$ cat src/verilog/alarm_repeat_pkg.sv
// Constants and register map of the alarm repeat counter block
`default_nettype none

package alarm_repeat_pkg;

   ////////////////////////////////////////////////////////////////////////////
   // Register byte addresses
   localparam logic [3:0] ADDR_ALARM_CTRL = 4'h0;
   localparam logic [3:0] ADDR_STATUS = 4'h4;
   localparam logic [3:0] ADDR_MASK = 4'h8;

   ////////////////////////////////////////////////////////////////////////////
   // Alarm control field layout
   localparam int COUNT_LSB = 0;
   localparam int COUNT_W = 8;
   localparam int INDEFINITE_REPEAT_BIT = 8;
   localparam int ENABLE_BIT = 9;
   localparam int SYNC_BIT = 10;

   // Status and mask field layout
   localparam int EVT_ALARM_BIT = 0;
   localparam int EVT_DONE_BIT = 1;
   localparam int EVT_COLLIDE_BIT = 2;
   localparam int EVT_W = 3;

   ////////////////////////////////////////////////////////////////////////////
   // Reset values and special counts
   localparam logic [7:0] COUNT_RESET = 8'h00;
   localparam logic [7:0] COUNT_ZERO = 8'h00;
   localparam logic [7:0] COUNT_WRAP = 8'hff;
   localparam logic [7:0] COUNT_STEP = 8'h01;
   localparam logic INDEFINITE_REPEAT_RESET = 1'h0;
   localparam logic ENABLE_RESET = 1'h0;
   localparam logic [2:0] EVT_RESET = 3'h0;
   localparam logic [2:0] MASK_RESET = 3'h0;
   localparam logic [31:0] UNMAPPED_READ = 32'h0000_0000;

endpackage : alarm_repeat_pkg

`default_nettype wire

$ cat src/verilog/rtc_alarm_repeat_counter.sv
// Alarm repeat block: Avalon-MM registers, enable flag, interrupts
`default_nettype none

module rtc_alarm_repeat_counter
(
   // Clock, power-on reset, other reset, clock enable
   input wire logic clk_in,
   input wire logic rstn_in,
   input wire logic sys_rst_in,
   input wire logic ce_in,
   // Avalon-MM slave
   input wire logic [3:0] avs_address_in,
   input wire logic avs_read_in,
   input wire logic avs_write_in,
   input wire logic [31:0] avs_writedata_in,
   input wire logic [3:0] avs_byteenable_in,
   output logic [31:0] avs_readdata_out,
   output logic avs_waitrequest_out,
   // RTC core connections
   input wire logic alarm_match_in,
   input wire logic module_on_in,
   input wire logic alarm_sync_status_in,
   output logic alarm_event_out,
   output logic alarm_enable_flag_out,
   // Interrupt
   output logic irq_out
);

   logic ack_reg;
   logic indefinite_repeat_reg;
   logic enable_reg;
   logic [2:0] status_reg;
   logic [2:0] mask_reg;
   logic [31:0] rdata_reg;
   logic [7:0] count;
   logic clear_enable;
   logic wr_ctrl;
   logic wr_mask;
   logic rd_take;
   logic rd_status;
   logic load_count;
   logic [31:0] ctrl_view;
   logic [31:0] rdata_next;
   logic [2:0] events;

   ////////////////////////////////////////////////////////////////////////////
   // Bus handshake: one wait cycle so read data comes from a flop
   assign avs_waitrequest_out = (avs_read_in || avs_write_in) && !ack_reg;
   assign rd_take = ce_in && avs_read_in && !ack_reg;
   assign rd_status = rd_take && (avs_address_in == alarm_repeat_pkg::ADDR_STATUS);
   assign wr_ctrl = ce_in && avs_write_in && ack_reg && (avs_address_in == alarm_repeat_pkg::ADDR_ALARM_CTRL);
   assign wr_mask = ce_in && avs_write_in && ack_reg && (avs_address_in == alarm_repeat_pkg::ADDR_MASK);
   // Count lane only loads when its byte is enabled
   assign load_count = wr_ctrl && avs_byteenable_in[0];

   always_ff @(posedge clk_in or negedge rstn_in)
   begin
      if (!rstn_in)
      begin
         ack_reg <= 1'b0;
      end
      else if (ce_in)
      begin
         ack_reg <= !sys_rst_in && (avs_read_in || avs_write_in) && !ack_reg;
      end
   end

   ////////////////////////////////////////////////////////////////////////////
   // Counter and event generator
   alarm_repeat_count u_count
   (
      .clk_in(clk_in),
      .rstn_in(rstn_in),
      .ce_in(ce_in),
      .match_in(alarm_match_in),
      .enable_in(enable_reg),
      .indefinite_repeat_in(indefinite_repeat_reg),
      .load_in(load_count),
      .load_value_in(avs_writedata_in[7:0]),
      .count_out(count),
      .event_out(alarm_event_out),
      .clear_enable_out(clear_enable)
   );

   ////////////////////////////////////////////////////////////////////////////
   // Alarm control fields: untouched by the non-power-on reset
   always_ff @(posedge clk_in or negedge rstn_in)
   begin
      if (!rstn_in)
      begin
         indefinite_repeat_reg <= alarm_repeat_pkg::INDEFINITE_REPEAT_RESET;
      end
      else if (wr_ctrl && avs_byteenable_in[1])
      begin
         indefinite_repeat_reg <= avs_writedata_in[alarm_repeat_pkg::INDEFINITE_REPEAT_BIT];
      end
   end

   // Hardware clear beats a same-cycle software set of the enable
   always_ff @(posedge clk_in or negedge rstn_in)
   begin
      if (!rstn_in)
      begin
         enable_reg <= alarm_repeat_pkg::ENABLE_RESET;
      end
      else if (ce_in)
      begin
         if (clear_enable)
         begin
            enable_reg <= 1'b0;
         end
         else if (wr_ctrl && avs_byteenable_in[1])
         begin
            enable_reg <= avs_writedata_in[alarm_repeat_pkg::ENABLE_BIT];
         end
      end
   end

   assign alarm_enable_flag_out = enable_reg;

   ////////////////////////////////////////////////////////////////////////////
   // Sticky events; a new event wins over the read that clears
   always_comb
   begin
      events = alarm_repeat_pkg::EVT_RESET;
      events[alarm_repeat_pkg::EVT_ALARM_BIT] = alarm_match_in && enable_reg;
      events[alarm_repeat_pkg::EVT_DONE_BIT] = clear_enable;
      // Flags a count write in the unsafe window
      events[alarm_repeat_pkg::EVT_COLLIDE_BIT] = load_count && module_on_in && alarm_sync_status_in;
   end

   always_ff @(posedge clk_in or negedge rstn_in)
   begin
      if (!rstn_in)
      begin
         status_reg <= alarm_repeat_pkg::EVT_RESET;
      end
      else if (ce_in)
      begin
         if (sys_rst_in)
         begin
            status_reg <= alarm_repeat_pkg::EVT_RESET;
         end
         else
         begin
            status_reg <= (rd_status ? alarm_repeat_pkg::EVT_RESET : status_reg) | events;
         end
      end
   end

   always_ff @(posedge clk_in or negedge rstn_in)
   begin
      if (!rstn_in)
      begin
         mask_reg <= alarm_repeat_pkg::MASK_RESET;
      end
      else if (ce_in)
      begin
         if (sys_rst_in)
         begin
            mask_reg <= alarm_repeat_pkg::MASK_RESET;
         end
         else if (wr_mask && avs_byteenable_in[0])
         begin
            mask_reg <= avs_writedata_in[alarm_repeat_pkg::EVT_W-1:0];
         end
      end
   end

   always_ff @(posedge clk_in or negedge rstn_in)
   begin
      if (!rstn_in)
      begin
         irq_out <= 1'b0;
      end
      else if (ce_in)
      begin
         irq_out <= |(status_reg & mask_reg);
      end
   end

   ////////////////////////////////////////////////////////////////////////////
   // Read data, captured on the first cycle of a read
   always_comb
   begin
      ctrl_view = 32'h0000_0000;
      ctrl_view[alarm_repeat_pkg::COUNT_LSB +: alarm_repeat_pkg::COUNT_W] = count;
      ctrl_view[alarm_repeat_pkg::INDEFINITE_REPEAT_BIT] = indefinite_repeat_reg;
      ctrl_view[alarm_repeat_pkg::ENABLE_BIT] = enable_reg;
      // Sync status is only trustworthy if the read finishes quickly
      ctrl_view[alarm_repeat_pkg::SYNC_BIT] = alarm_sync_status_in;
   end

   always_comb
   begin
      unique case (avs_address_in)
         alarm_repeat_pkg::ADDR_ALARM_CTRL: rdata_next = ctrl_view;
         alarm_repeat_pkg::ADDR_STATUS: rdata_next = {29'h0000_0000, status_reg};
         alarm_repeat_pkg::ADDR_MASK: rdata_next = {29'h0000_0000, mask_reg};
         default: rdata_next = alarm_repeat_pkg::UNMAPPED_READ;
      endcase
   end

   always_ff @(posedge clk_in or negedge rstn_in)
   begin
      if (!rstn_in)
      begin
         rdata_reg <= 32'h0000_0000;
      end
      else if (rd_take)
      begin
         rdata_reg <= rdata_next;
      end
   end

   assign avs_readdata_out = rdata_reg;

endmodule : rtc_alarm_repeat_counter

`default_nettype wire

$ cat src/verilog/alarm_repeat_count.sv
// Repeat counter and alarm event generator
`default_nettype none

module alarm_repeat_count
(
   // Clock and reset
   input wire logic clk_in,
   input wire logic rstn_in,
   input wire logic ce_in,
   // Alarm source and settings
   input wire logic match_in,
   input wire logic enable_in,
   input wire logic indefinite_repeat_in,
   // Software load of the count
   input wire logic load_in,
   input wire logic [7:0] load_value_in,
   // Results
   output logic [7:0] count_out,
   output logic event_out,
   output logic clear_enable_out
);

   logic alarm_now;
   logic at_zero;

   assign alarm_now = match_in && enable_in;
   assign at_zero = (count_out == alarm_repeat_pkg::COUNT_ZERO);
   assign clear_enable_out = alarm_now && at_zero && !indefinite_repeat_in;

   ////////////////////////////////////////////////////////////////////////////
   // Count: power-on reset only; software load beats a same-cycle alarm
   always_ff @(posedge clk_in or negedge rstn_in)
   begin
      if (!rstn_in)
      begin
         count_out <= alarm_repeat_pkg::COUNT_RESET;
      end
      else if (ce_in)
      begin
         if (load_in)
         begin
            count_out <= load_value_in;
         end
         else if (alarm_now)
         begin
            if (!at_zero)
            begin
               count_out <= count_out - alarm_repeat_pkg::COUNT_STEP;
            end
            else if (indefinite_repeat_in)
            begin
               count_out <= alarm_repeat_pkg::COUNT_WRAP;
            end
         end
      end
   end

   ////////////////////////////////////////////////////////////////////////////
   // Event, registered: high in the cycle after each cycle of an enabled match, so it stays high while the match is held with enable_in set
   always_ff @(posedge clk_in or negedge rstn_in)
   begin
      if (!rstn_in)
      begin
         event_out <= 1'b0;
      end
      else if (ce_in)
      begin
         event_out <= alarm_now;
      end
   end

endmodule : alarm_repeat_count

`default_nettype wire

$ cat config.mk
export PLATFORM = sky130hd
export DESIGN_NAME = rtc_alarm_repeat_counter
export DESIGN_NICKNAME = d
export VERILOG_FILES = /design/src/verilog/alarm_repeat_pkg.sv /design/src/verilog/rtc_alarm_repeat_counter.sv /design/src/verilog/alarm_repeat_count.sv
export SDC_FILE = /design/constraint.sdc
export NUM_CORES = 1
export LEC_CHECK = 0
export ABC_AREA = 1
export BUFFER_PORTS_ARGS = -buffer_cell sky130_fd_sc_hd__buf_2
export CAP_MARGIN = 30
export CORE_MARGIN = 1
export CORE_UTILIZATION = 42
export DETAILED_ROUTE_END_ITERATION = 16
export PLACE_DENSITY = 0.76
export RECOVER_POWER = 50
export SYNTH_ARGS = -nofsm -noshare
export SYNTH_HDL_FRONTEND = slang
export SYNTH_SLANG_ARGS = --single-unit
export TNS_END_PERCENT = 5
$ cat constraint.sdc
create_clock -name clk_in -period 1.46 [get_ports clk_in]
set_input_delay 0.073 -clock clk_in [delete_from_list [all_inputs] [get_ports clk_in]]
set_output_delay 0.073 -clock clk_in [all_outputs]
set_load 0.01 [all_outputs]
Word-level counts from Yosys, hierarchy flattened --
Cells that the tools add are included.
Storage, ports and cells: output and inout bits 36, flip-flop bits (word level) 51, logic and storage cells 57, bits of input ports 49
Cells by class: mux-type cells 11, eq/ne operators 3, bitwise logic cells 2, reduce and logical (&&, ||, !) cells 31, $add $sub $neg 1
Operators by type and width (count):
- case mux 11 bit (3 select lines) | 1
- two-way mux 8 bit | 4
- logical AND 1 bit | 18
- two-way mux 3 bit | 4
- logical NOT 8 bit | 1
- subtractor 8 x 1 -> 8 bit, second input constant | 1
- nonzero test 2 bit | 3
- equality test 4 x 3 -> 1 bit, second input constant | 1
- equality test 4 bit, second input constant | 1
- logical NOT 4 bit | 1
- AND reduction 2 bit | 2
- bitwise AND 3 bit | 1
- logical NOT 1 bit | 3
- != test 3 bit, second input constant | 1
- OR 3 bit | 1
- AND reduction 3 bit | 1
- OR reduction 3 bit | 1
- two-way mux 1 bit | 2
- logical OR 1 bit | 1

Longest topological paths before layout --
Gate-level depths: netlist of run 1.
word-level depth 8, gate-level depth with buffers 10, depth with buffers taken out 10

Hierarchy --
A second synthesis of run 1 with hierarchy kept.
Unflattened totals: cells, all modules 258, area total of the unflattened synthesis 1856.8 um^2
Modules (own cells, without submodules):
- rtc_alarm_repeat_counter | seq. area each 525.5 um^2, area each 1201.2 um^2, instances 1, cells each 158
- alarm_repeat_count | seq. area each 225.2 um^2, area each 655.6 um^2, instances 1, cells each 100

Worst setup path after synthesis of run 1 --
Ideal clock, no wire load.
path type flip-flop to flip-flop, from register u_count.count_out[0], to register u_count.count_out[3], stages on the path, launching flop included 10, setup slack 0.077 ns, period minus slack after synthesis 1.383 ns, setup time 0.118 ns, arrival 1.266 ns, required time 1.342 ns, buffers on the path 0, cells stage by stage dfrtp_1 > inv_1 > ha_1 > nand3_1 > nor2_2 > nand2_1 > nand2_1 > nand2_4 > nand3b_1 > nand2_1
Between the ends: cells in the longest elaborated chain, start to end 4, elaborated cells on any way between the ends 7, those cells by class add/sub (1); eq/ne (1); mux (3); reduce/logical (2)
RTL lines:
- start, declared | RTL line alarm_repeat_count.sv:18 | output logic [7:0] count_out,
- start signal, assigned | RTL line alarm_repeat_count.sv:36 | count_out <= alarm_repeat_pkg::COUNT_RESET;
- start signal, assigned | RTL line alarm_repeat_count.sv:42 | count_out <= load_value_in;
- start signal, assigned | RTL line alarm_repeat_count.sv:48 | count_out <= count_out - alarm_repeat_pkg::COUNT_STEP;
- subtractor 8 x 1 -> 8 bit / logical NOT 8 bit (equally long branches) | RTL line alarm_repeat_count.sv:48, alarm_repeat_count.sv:27
- two-way mux 8 bit | RTL line alarm_repeat_count.sv:46 | if (!at_zero)
- two-way mux 8 bit | RTL line alarm_repeat_count.sv:44 | else if (alarm_now)
- two-way mux 8 bit | RTL line alarm_repeat_count.sv:40 | if (load_in)
Parallel ways exist; a longest one is shown, timed or not. The select of a mux whose other input is x is not followed. A chain may end at the register's enable or synchronous reset.

Final worst setup path of run 1 --
from register u_count.count_out[3], to register u_count.count_out[6]
The elaborated chain is that of the path after synthesis.

==> results of run 1 <==
-- placed cells by master, fill, tap and decap left out, drive strengths merged --
cell / count
o21bai: 1
conb: 21
nand3b: 3
o21ai: 17
buf: 37
dlygate4sd3: 1
or2: 1
dfrtp: 30
o22ai: 1
nor2: 21
nor3: 3
xor2: 2
o211ai: 2
a21oi: 5
ha: 2
nand2: 84
nand4: 4
inv: 28
a31oi: 1
clkbuf: 21
clkinv: 1
nand3: 17
-- area by class of cell --
cell class,count,area (sq um)
Clock buffer,7,86.3
Clock inverter,1,5.00
Fill cell,400,1850
Inverter,28,113
Multi-Input combinational cell,185,903
Sequential cell,30,752
Tap cell,50,62.6
Timing Repair Buffer,52,283
-- worst paths after layout --
check	startpoint	endpoint	slack [ps]	depth (start not counted)
worst min-delay path	avs_writedata_in[9]	alarm_enable_flag_out	20	3
worst max register to register	u_count.count_out[3]	u_count.count_out[6]	40	9
max in group asynchronous	rstn_in	ack_reg	560	2
worst max-delay path	u_count.count_out[3]	u_count.count_out[6]	40	9
worst min register to register	avs_readdata_out[10]	avs_readdata_out[10]	480	2
min in group asynchronous	rstn_in	u_count.count_out[5]	370	2
-- routing by layer --
metal,vias to the layer above,wire length [um],global-route usage [%],part of all wire (%)
met4,0,105,10.1,2.4
met2,65,2090,32.4,47
met5,-,0,0,0
met3,10,239,4.73,5.4
li1,847,-,-,-
met1,791,1990,24.4,45
-- critical path: stages (launching register included) --
cell and delay [ps]:
dfrtp_1 410, nor2_1 180, nand2_2 110, nor2_4 160, nand2_1 80, nand2_2 130, nand2_4 110, inv_6 90
nand2_1 50, nand2_1 60
-- per-stage QoR --
stage	setup WS [ps]	cells	utilization, %	hold WS, ps
5_1_grt	-38.8	353	54.3	47.6
3_3_place_gp	18.8	340	50.0	142
2_1_floorplan	76.8	264	-	-223
4_1_cts	13.5	349	52.7	21.2
3_5_place_dp	3.85	340	50.0	149
6_report	35.2	353	54.3	24.4
-- power groups by stage --
| stage | Clock, mW | Sequential (mW) | Combinational [mW] |
|---|---|---|---|
| after global routing | 0.750 | 1.08 | 1.31 |
| after floorplan | 0 | 1.09 | 0.661 |
| after global placement | 0 | 1.07 | 0.961 |
| after CTS | 0.731 | 1.06 | 0.999 |
| after detailed placement | 0 | 1.07 | 0.975 |
| final | 0.724 | 1.06 | 1.16 |
-- cells by family (layout without fill, tap and decap cells) --
| logic type | after synthesis | in the layout | share of synthesized area, % |
|---|---|---|---|
| AO/OA/AOI/OAI | 27 | 27 | 8.07 |
| XOR/XNOR | 2 | 2 | 0.974 |
| adder cells (fa/ha/maj) | 2 | 2 | 1.39 |
| buffers and inverters | 50 | 88 | 15.6 |
| flip-flops | 30 | 30 | 41.7 |
| other | 1 | 21 | 0.208 |
| AND/OR/NAND/NOR | 132 | 133 | 32.0 |
-- what timing repair did --
action	in CTS	in global routing
resized for setup	1	16
pin swaps	0	4
gates cloned	0	1
endpoints found under the setup margin	4	9
hold buffers	1	0
buffers inserted	0	3
hold endpoints to repair	30	0
==> metrics.md, run 1 <==
| Metric | Value |
|---|---|
| DRT iter0 DRCs | roughly 180 |
| Ports | 85 |
| Final Cell Area | 0.00220 sq mm |
| Final setup viols | 0 |
| Min-delay worst type | input pin to flip-flop |
| Max cap viols | 0 |
| Cells after synthesis | between 200 and 250 |
| Unique masters post-synth | 29 |
| Max reg flops | 11 |
| Share of layout cells above drive strength 1 | 21.8% |
| GRT overflow | 0 |
| Top cells by area, synth | dfrtp_1, nand2_1, buf_4 |
| Final min period | about 1400 ps |
| Worst Skew | 7.75 ps |
| Signal arrival time at the worst endpoint | 1670 ps |
| Measured slew at the worst slew-check pin | 748 ps |
| CP max FO | 7 |
| Peak supply drop | 0.416 mV |
| Global-route wire length before repair | 6650 um |
| Power share of the clock group | between 20% and 30% |
| Tot Pwr | between 2 and 3 mW |
| DP HPWL | 2960 um |
| DR WL/cell | approximately 13 um |
| Global router's overall resource usage | between 10% and 20% |
| Required @ worst endpoint | 1700 ps |
| FFs w/ async S/R, synth | 100% |
| Sequential share of power | 36.0% |
| Combinational group share of total power | between 30% and 40% |
| Most common cell in the netlist | nand2_1 |
| DR DRC count | 0 |
| Unrepaired setup endpoints after global routing | yes |
| CTS H-Tree Depth | 2 |
| Final setup TNS | 0 ps |
| Critical path type | flip-flop to flip-flop |
| Fmax | 702 MHz |
| Core area | 0.00406 sq mm |
| Largest net degree at the start of global routing | 31 |
| Port buffer count | 39 |
| Final #Nets | 353 |
| Synth-to-layout area growth | 22.5% |
| Share of the yosys chip area belonging to registers | between 40% and 50% |
| Initial antenna violation count | 0 |
| Initial Util | 44.3% |
| Internal | about 1.8 mW |
| Vias in the first global route | 1,528 |
| Critical Path End Type | flip-flop |
| # diodes | 0 |
| Static Leak | between 1 and 1.5 nW |
| Die Span Y | 67.5 um |
| Cell Area, Placed | ~0.0020 sq mm |
| Routed vias/inst | 4.85 |
| Worst skew pair latency | 300 ps |
| Nature of the critical path startpoint | flip-flop |
| Die ar. | 0.00455 sq mm |
| Synthesized flop and latch total | 30 |
| # rows | 23 |
| CTS tree | built |
| YS warnings | 0 |
| Synth area leader | dfrtp_1 |
| Pwr/cell area | approximately 1300 mW/mm^2 |
| Clock sink count | 30 |
| DR pass1 iterations | 4 |
| Top cell type's share of synthesized area | 41.7% |
| Routability cong. | just under 0.9 |
| Final hold vios | 0 |
| Syn avg cell area | between 7 and 8 sq um |
| Psw | about 1.1 mW |
| Detailed-route via count | around 1,700 |
| Switching Fraction | 38.9% |
| Worst slew margin | 50.1% |
| Clock slew at reported path FFs | roughly 70 ps |
| Final Max Tran Viols | 0 |
| Chip width | 67.5 um |
| Outcome | completed |
| Clk root buf | clkbuf_8 |
| Most used DFF post-synth | dfrtp_1 |
| Max Root-Sink Buffers | 2 |
| Area of the mapped netlist | about 0.0018 sq mm |
| Post-DRT Antenna Nets | 0 |
| Drt total wl | 4420 um |
| Num CTS Buffers | 5 |
| Period utilization | 97.6% |
| Top post-synthesis cells by count | nand2_1, dfrtp_1, inv_1 |
| Post-synth EDFFs | 0 |
No activity file was read; power rests on OpenSTA's default activity.
==> inputs of run 2 (changes only) <==
--- a/config.mk
+++ b/config.mk
@@ -8,10 +8,12 @@
 export ABC_AREA = 1
 export BUFFER_PORTS_ARGS = -buffer_cell sky130_fd_sc_hd__buf_2
 export CAP_MARGIN = 30
+export CELL_PAD_IN_SITES_DETAIL_PLACEMENT = 1
+export CELL_PAD_IN_SITES_GLOBAL_PLACEMENT = 2
 export CORE_MARGIN = 1
-export CORE_UTILIZATION = 42
+export CORE_UTILIZATION = 22
 export DETAILED_ROUTE_END_ITERATION = 16
-export PLACE_DENSITY = 0.76
+export PLACE_DENSITY_LB_ADDON = 0.1
 export RECOVER_POWER = 50
 export SYNTH_ARGS = -nofsm -noshare
 export SYNTH_HDL_FRONTEND = slang
==> run 2 against run 1 <==
Effect of this change: clock skew is essentially flat; total power grew 7.3%; non-clock buffer count grew 13; flip-flop and latch count is the same; critical path type unchanged; largest power group unchanged; highest routed layer unchanged.
==> metrics.md, run 2 (same netlist as run 1, synthesis figures left out) <==
| Metric | Value |
|---|---|
| Max Root-Sink Buffers | 2 (unchanged) |
| Ports | 85 (unchanged) |
| Fmax | 703 MHz (+0.19%) |
| DRT iter0 DRCs | 40 (-78%) |
| Initial antenna violation count | 0 (unchanged) |
| Required @ worst endpoint | 1640 ps (-60 ps) |
| Die ar. | 0.00854 sq mm (+88%) |
| # rows | 32 (+39%) |
| Layout Utilization | 30.8% (-23 points) |
| Critical path type | flip-flop to flip-flop |
| Detailed-route via count | 1,747 (+2.0%) |
| Measured slew at the worst slew-check pin | 790 ps (+42.4 ps) |
| Cells along the critical path | inv_2 > ha_4 > nand3_4 > nor2_4 > nand2_2 > nand2_4 > nand2_8 > nand3b_1 > nand2_1 |
| Global-route wire length before repair | 8810 um (+32%) |
| Largest net degree at the start of global routing | 31 (unchanged) |
| Signal arrival time at the worst endpoint | 1600 ps (-70 ps) |
| Drt total wl | 5400 um (+22%) |
| Worst skew pair latency | 290 ps (about the same) |
| Final min period | 1420 ps (-2.65 ps) |
| Port buffer count | 39 (unchanged) |
| Period utilization | 97.4% (-0.18 points) |
| Critical Path End Type | flip-flop |
| Worst slew margin | 47.3% (-2.8 points) |
| Most frequent cells in the layout | nand2_1, buf_2, dfrtp_1 |
| Filler instances | 1,008 (+150%) |
| DR pass1 iterations | 4 (unchanged) |
| DP HPWL | 4140 um (+40%) |
| Routed vias/inst | 4.18 (-14%) |
| Routability cong. | 0.726 (-18%) |
| Post-DRT Antenna Nets | 0 (unchanged) |
| Vias in the first global route | 1,743 (+14%) |
| RR Startpoint | u_count.count_out[0] |
| Register area | 751 sq um (-0.17%) |
| Min-delay worst type | input pin to flip-flop |
| # diodes | 0 (unchanged) |
| Nature of the critical path startpoint | flip-flop |
| Initial Util | 23.0% (-21 points) |
| Global router's overall resource usage | 13.6% (-6.3 points) |
| Area taken by multi-input logic gates | 930 sq um (+2.9%) |
| Max cap viols | 0 (unchanged) |
| Synth-to-layout area growth | 33.9% |
| Clock sink count | 30 (unchanged) |
| Share of layout cells above drive strength 1 | 30.4% (+8.6 points) |
| Final hold vios | 0 (unchanged) |
| CTS H-Tree Depth | 2 (unchanged) |
| GRT overflow | 0 (unchanged) |
| Chip width | 92.4 um (+37%) |
| Max reg flops | 11 (unchanged) |
| DR DRC count | 0 (unchanged) |
| Commonest non-fill, non-tap cell in the layout | nand2_1 |
| Worst path slowest cell | dfrtp_1 |
| Tot Pwr | 3.16 mW (+7.3%) |
| R2R Setup Slk | 40 ps (about the same) |
| Hold_sp | avs_writedata_in[9] |
| Worst Skew | 7.82 ps (+0.0630 ps) |
| Final setup viols | 0 (unchanged) |
| Worst Reg-to-Reg Cells | 9 (unchanged) |
| RR Endpoint | u_count.count_out[4] |
| Non-filler cells, final | 418 (+18%) |
| Die Span Y | 92.4 um (+37%) |
| Clk root buf | clkbuf_8 |
| DR WL/cell | 12.9 um (+3.1%) |
| CP peak stage delay | 390 ps (-20 ps) |
| Final #Nets | 366 (+3.7%) |
| Static Leak | 1.29 nW (+10%) |
| Num CTS Buffers | 5 (unchanged) |
| WP buf/inv | 1 (unchanged) |
| DP Cell Count | 408 (+20%) |
| Unrepaired setup endpoints after global routing | yes |
| Outcome | completed |
| CTS tree | built |
| Clock slew at reported path FFs | 80 ps (about the same) |
| Peak supply drop | 0.399 mV (-4.3%) |
| Hold EP | alarm_enable_flag_out |
| Cell family with most CP delay | simple AND/OR/NAND/NOR gates |
| Core area | 0.00781 sq mm (+92%) |
| Pwr/cell area | 1310 mW/mm^2 (-1.8%) |
| Worst hold stages | 3 (unchanged) |
| CP max FO | 5 (-2) |
| Final Max Tran Viols | 0 (unchanged) |
[run 2: changes by cell type in the layout (fill, tap and decap cells not counted), moves of 3 or more]
cell	change
buf_2	+14
clkbuf_1	-14
buf_4	+13
nand2_1	-4
nand2_2	+3
[run 2: final cells by class]
type / instances / area share, %
sequential: 30 / 31.2
inverter: 28 / 4.78
multi-input combinational: 185 / 38.6
clock buffer: 6 / 3.43
tap: 102 / 5.30
clock inverter: 2 / 0.519
timing repair buffer: 65 / 16.2
[run 2: through the flow]
stage	TNS, ps	instance area (sq um)	hold slack (ps)	setup slack [ps]
2_1_floorplan	0	1870	-223	76.8
3_3_place_gp	-395	2220	129	-53.3
3_5_place_dp	-571	2220	130	-78.5
4_1_cts	0	2360	21.5	1.48
5_1_grt	-363	2410	54.7	-57.7
6_report	0	2410	28.5	37.9
[run 2: worst reg2reg max path, stage by stage, from the launching register on]
cell      delay, ps
dfrtp_1         390
inv_2            90
ha_4            140
nand3_4          80
nor2_4          180
nand2_2          90
nand2_4         110
nand2_8          90
nand3b_1        100
nand2_1          50
[run 2: worst max-delay path by stage]
stage                              start                   end  cells after the start
floorplan           u_count.count_out[0]  u_count.count_out[3]                      9
global placement    u_count.count_out[1]  u_count.count_out[3]                     10
detailed placement  u_count.count_out[1]  u_count.count_out[1]                      9
CTS                 u_count.count_out[0]  u_count.count_out[4]                     10
global route        u_count.count_out[0]  u_count.count_out[4]                      9
finish              u_count.count_out[0]  u_count.count_out[4]                      9
[run 2: metal layers]
layer	share of wire (%)	GRT usage [%]	wire, um	vias to the layer above
met4	1.4	3.91	78	0
met1	49	18.0	2670	814
met5	0	0	0	-
met3	4.2	2.87	228	7
met2	45	22.3	2430	47
li1	-	-	-	879
[run 2: power breakdown]
group	switching, mW	internal, mW
registers	0.0979	0.963
clock network	0.348	0.379
logic	0.766	0.602
[run 2: what timing repair did]
action,4_1_cts,5_1_grt
setup buffers,0,0
gates cloned,1,0
resized for setup,8,15
setup endpoints to repair,9,12
hold buffers,1,0
endpoints found under the hold margin,30,0
pin swaps,5,6
==> inputs of run 3 (changes only) <==
--- a/config.mk
+++ b/config.mk
@@ -5,13 +5,13 @@
 export SDC_FILE = /design/constraint.sdc
 export NUM_CORES = 1
 export LEC_CHECK = 0
-export ABC_AREA = 1
+export ABC_AREA = 0
 export BUFFER_PORTS_ARGS = -buffer_cell sky130_fd_sc_hd__buf_2
 export CAP_MARGIN = 30
 export CELL_PAD_IN_SITES_DETAIL_PLACEMENT = 1
 export CELL_PAD_IN_SITES_GLOBAL_PLACEMENT = 2
 export CORE_MARGIN = 1
-export CORE_UTILIZATION = 22
+export CORE_UTILIZATION = 24
 export DETAILED_ROUTE_END_ITERATION = 16
 export PLACE_DENSITY_LB_ADDON = 0.1
 export RECOVER_POWER = 50
==> run 3 against run 2 <==
Effect of this change: the flow now finishes with violations (negative setup slack); critical path depth fell by 3; fmax fell by 16%; critical endpoint is now u_count.count_out[6]; utilization rose by 4.2 points; highest routed layer unchanged; total power rose by 13%.
==> metrics.md, run 3 <==
| Metric | Value |
|---|---|
| Peak supply drop | 0.434 mV (+8.9%) |
| Worst skew pair latency | 290 ps (about the same) |
| # diodes | 0 (unchanged) |
| Synth area leader | dfrtp_1 |
| DP HPWL | 4400 um (+6.2%) |
| DR DRC count | 0 (unchanged) |
| Die Span Y | 89.1 um (-3.6%) |
| Detailed-route via count | 1,701 (-2.6%) |
| Critical path type | flip-flop to flip-flop |
| Global router's overall resource usage | 15.6% (+2.0 points) |
| Global-route wire length before repair | 9320 um (+5.8%) |
| Measured slew at the worst slew-check pin | 768 ps (-22.4 ps) |
| Synthesized flop and latch total | 30 (unchanged) |
| CTS H-Tree Depth | 2 (unchanged) |
| Worst Reg-to-Reg Cells | 6 (-3) |
| Met1 Use GR | 19.5% (+1.5 points) |
| Met2 usage | 26.9% (+4.6 points) |
| Critical Path End Type | flip-flop |
| Commonest non-fill, non-tap cell in the layout | buf_4 |
| Final setup TNS | -1870 ps (-1870 ps) |
| Synth-to-layout area growth | 40.3% |
| Vias in the first global route | 1,832 (+5.1%) |
| DR pass1 iterations | 4 (unchanged) |
| CTS tree | built |
| Most used DFF post-synth | dfrtp_1 |
| Ports | 85 (unchanged) |
| Period utilization | 116% (+18 points) |
| Busiest grt layer | met2 |
| Worst slew margin | 48.8% (+1.5 points) |
| Static Leak | 1.20 nW (-6.8%) |
| Pwr/cell area | 1390 mW/mm^2 (+6.3%) |
| Required @ worst endpoint | 1660 ps (+20 ps) |
| Min-delay worst type | input pin to flip-flop |
| Final Max Tran Viols | 0 (unchanged) |
| Routed vias/inst | 4.66 (+12%) |
| Unrepaired setup endpoints after global routing | yes |
| Failing checks | negative setup slack |
| Share of layout cells above drive strength 1 | 41.0% (+11 points) |
| Worst hold stages | 3 (unchanged) |
| Clock slew at reported path FFs | 70 ps (about the same) |
| GRT overflow | 0 (unchanged) |
| Signal arrival time at the worst endpoint | 1890 ps (+290 ps) |
| DR WL/cell | 15.6 um (+20%) |
| Largest net degree at the start of global routing | 31 (unchanged) |
| Drt total wl | 5680 um (+5.2%) |
| M3 GR Usage | 2.59% (-0.29 points) |
| Num CTS Buffers | 5 (unchanged) |
| YS warnings | 0 (unchanged) |
| Hold EP | u_count.count_out[2] |
| Worst Setup Slack, final | -231 ps (-269 ps) |
| Layout Utilization | 35.1% (+4.2 points) |
| DP Cell Count | 350 (-14%) |
| CP max FO | 5 (unchanged) |
| Final #Nets | 316 (-14%) |
| Top post-synthesis cells by count | dfrtp_1, buf_4, nor2_1 |
| Area of the mapped netlist | 0.00182 sq mm (+1.3%) |
| Initial antenna violation count | 0 (unchanged) |
| R2R Setup Slk | -230 ps (-270 ps) |
| FFs w/ async S/R, synth | 100% (unchanged) |
| Die ar. | 0.00794 sq mm (-7.0%) |
| Final setup viols | 14 (+14) |
| Final Hold Slack | 10.5 ps (-18.0 ps) |
| # rows | 31 (-3.1%) |
| Routability cong. | 0.768 (+5.8%) |
| Most common cell in the netlist | dfrtp_1 |
| Syn avg cell area | 9.90 sq um (+34%) |
| Non-filler cells, final | 365 (-13%) |
| DRT iter0 DRCs | 52 (+30%) |
| RR Startpoint | u_count.count_out[0] |
| Fmax | 591 MHz (-16%) |
| Top cells by area, synth | dfrtp_1, buf_4, a22o_1 |
| Core area | 0.00729 sq mm (-6.6%) |
| Worst Skew | 8.62 ps (+0.799 ps) |
| Max cap viols | 0 (unchanged) |
| Post-synth EDFFs | 0 (unchanged) |
| Cells after synthesis | 184 (-25%) |
| Post-DRT Antenna Nets | 0 (unchanged) |
| Final hold vios | 0 (unchanged) |
| Port buffer count | 39 (unchanged) |
| Max Root-Sink Buffers | 2 (unchanged) |
| Nature of the critical path startpoint | flip-flop |
| Clock sink count | 30 (unchanged) |
| RR Endpoint | u_count.count_out[6] |
| Max reg flops | 11 (unchanged) |
| Share of the yosys chip area belonging to registers | 41.2% (-0.52 points) |
| Most frequent cells in the layout | buf_4, dfrtp_1, buf_2 |
| Top cell type's share of synthesized area | 41.2% (-0.52 points) |
| Hold_sp | avs_writedata_in[2] |
| Outcome | complete, but fails checks |
| Final min period | 1690 ps (+269 ps) |
| Initial Util | 25.0% (+1.9 points) |
| Clk root buf | clkbuf_8 |
| Unique masters post-synth | 53 (+83%) |
| Chip width | 89.1 um (-3.6%) |
[run 3: through the flow]
step / cell area, sq um / worst slack (ps) / power (mW)
2_1_floorplan: 1920 / -154 / 1.83
3_3_place_gp: 2300 / -318 / 2.41
3_5_place_dp: 2300 / -330 / 2.45
4_1_cts: 2560 / -224 / 3.53
5_1_grt: 2560 / -335 / 3.78
6_report: 2560 / -231 / 3.56
[run 3: what timing repair did]
action / CTS / global route
setup endpoints to repair: 15 / 23
pin swaps: 16 / 6
hold endpoints to repair: 32 / 0
setup buffers: 4 / 0
hold buffers: 3 / 0
resized for setup: 16 / 6
[run 3: worst max-delay path by stage]
stage	from	to	slack [ps]
floorplan	u_count.count_out[4]	u_count.count_out[5]	-150
global placement	u_count.count_out[0]	u_count.count_out[6]	-320
detailed placement	u_count.count_out[0]	u_count.count_out[6]	-330
CTS	u_count.count_out[0]	u_count.count_out[5]	-220
global route	u_count.count_out[0]	u_count.count_out[4]	-330
finish	u_count.count_out[0]	u_count.count_out[6]	-230
[run 3: final cells by class]
| type | instances | area (sq um) |
|---|---|---|
| Multi-Input combinational cell | 134 | 1010 |
| Inverter | 8 | 30.0 |
| Timing Repair Buffer | 86 | 536 |
| Clock buffer | 8 | 110 |
| Fill cell | 887 | 4740 |
| Tap cell | 99 | 124 |
| Sequential cell | 30 | 751 |
[run 3: report_power, final]
group	switching [mW]	internal, mW
combinational	0.814	0.846
sequential	0.133	0.959
clock	0.334	0.476
total	1.28	2.28
[run 3: kinds of logic after synthesis]
kind of cell	share of synthesized area (%)
buffers and inverters	14.5
adders and majority gates	1.37
other	0.206
DFF	41.2
muxes	5.08
AOI/OAI and AO/OA	16.3
and+or+nand+nor	21.4
[run 3: per-layer routing]
metal / part of all wire, % / vias to the layer above / wire length, um
li1: - / 794 / -
met1: 45 / 838 / 2570
met2: 48 / 61 / 2740
met3: 4.3 / 8 / 246
met4: 2.1 / 0 / 119
met5: 0 / - / 0
[run 3: worst max-delay path, stage by stage (launching register included)]
cell,delay (ps)
dfrtp_1,410
inv_2,90
ha_4,120
or3b_4,440
o22ai_4,220
nor3_1,90
nor4_2,210
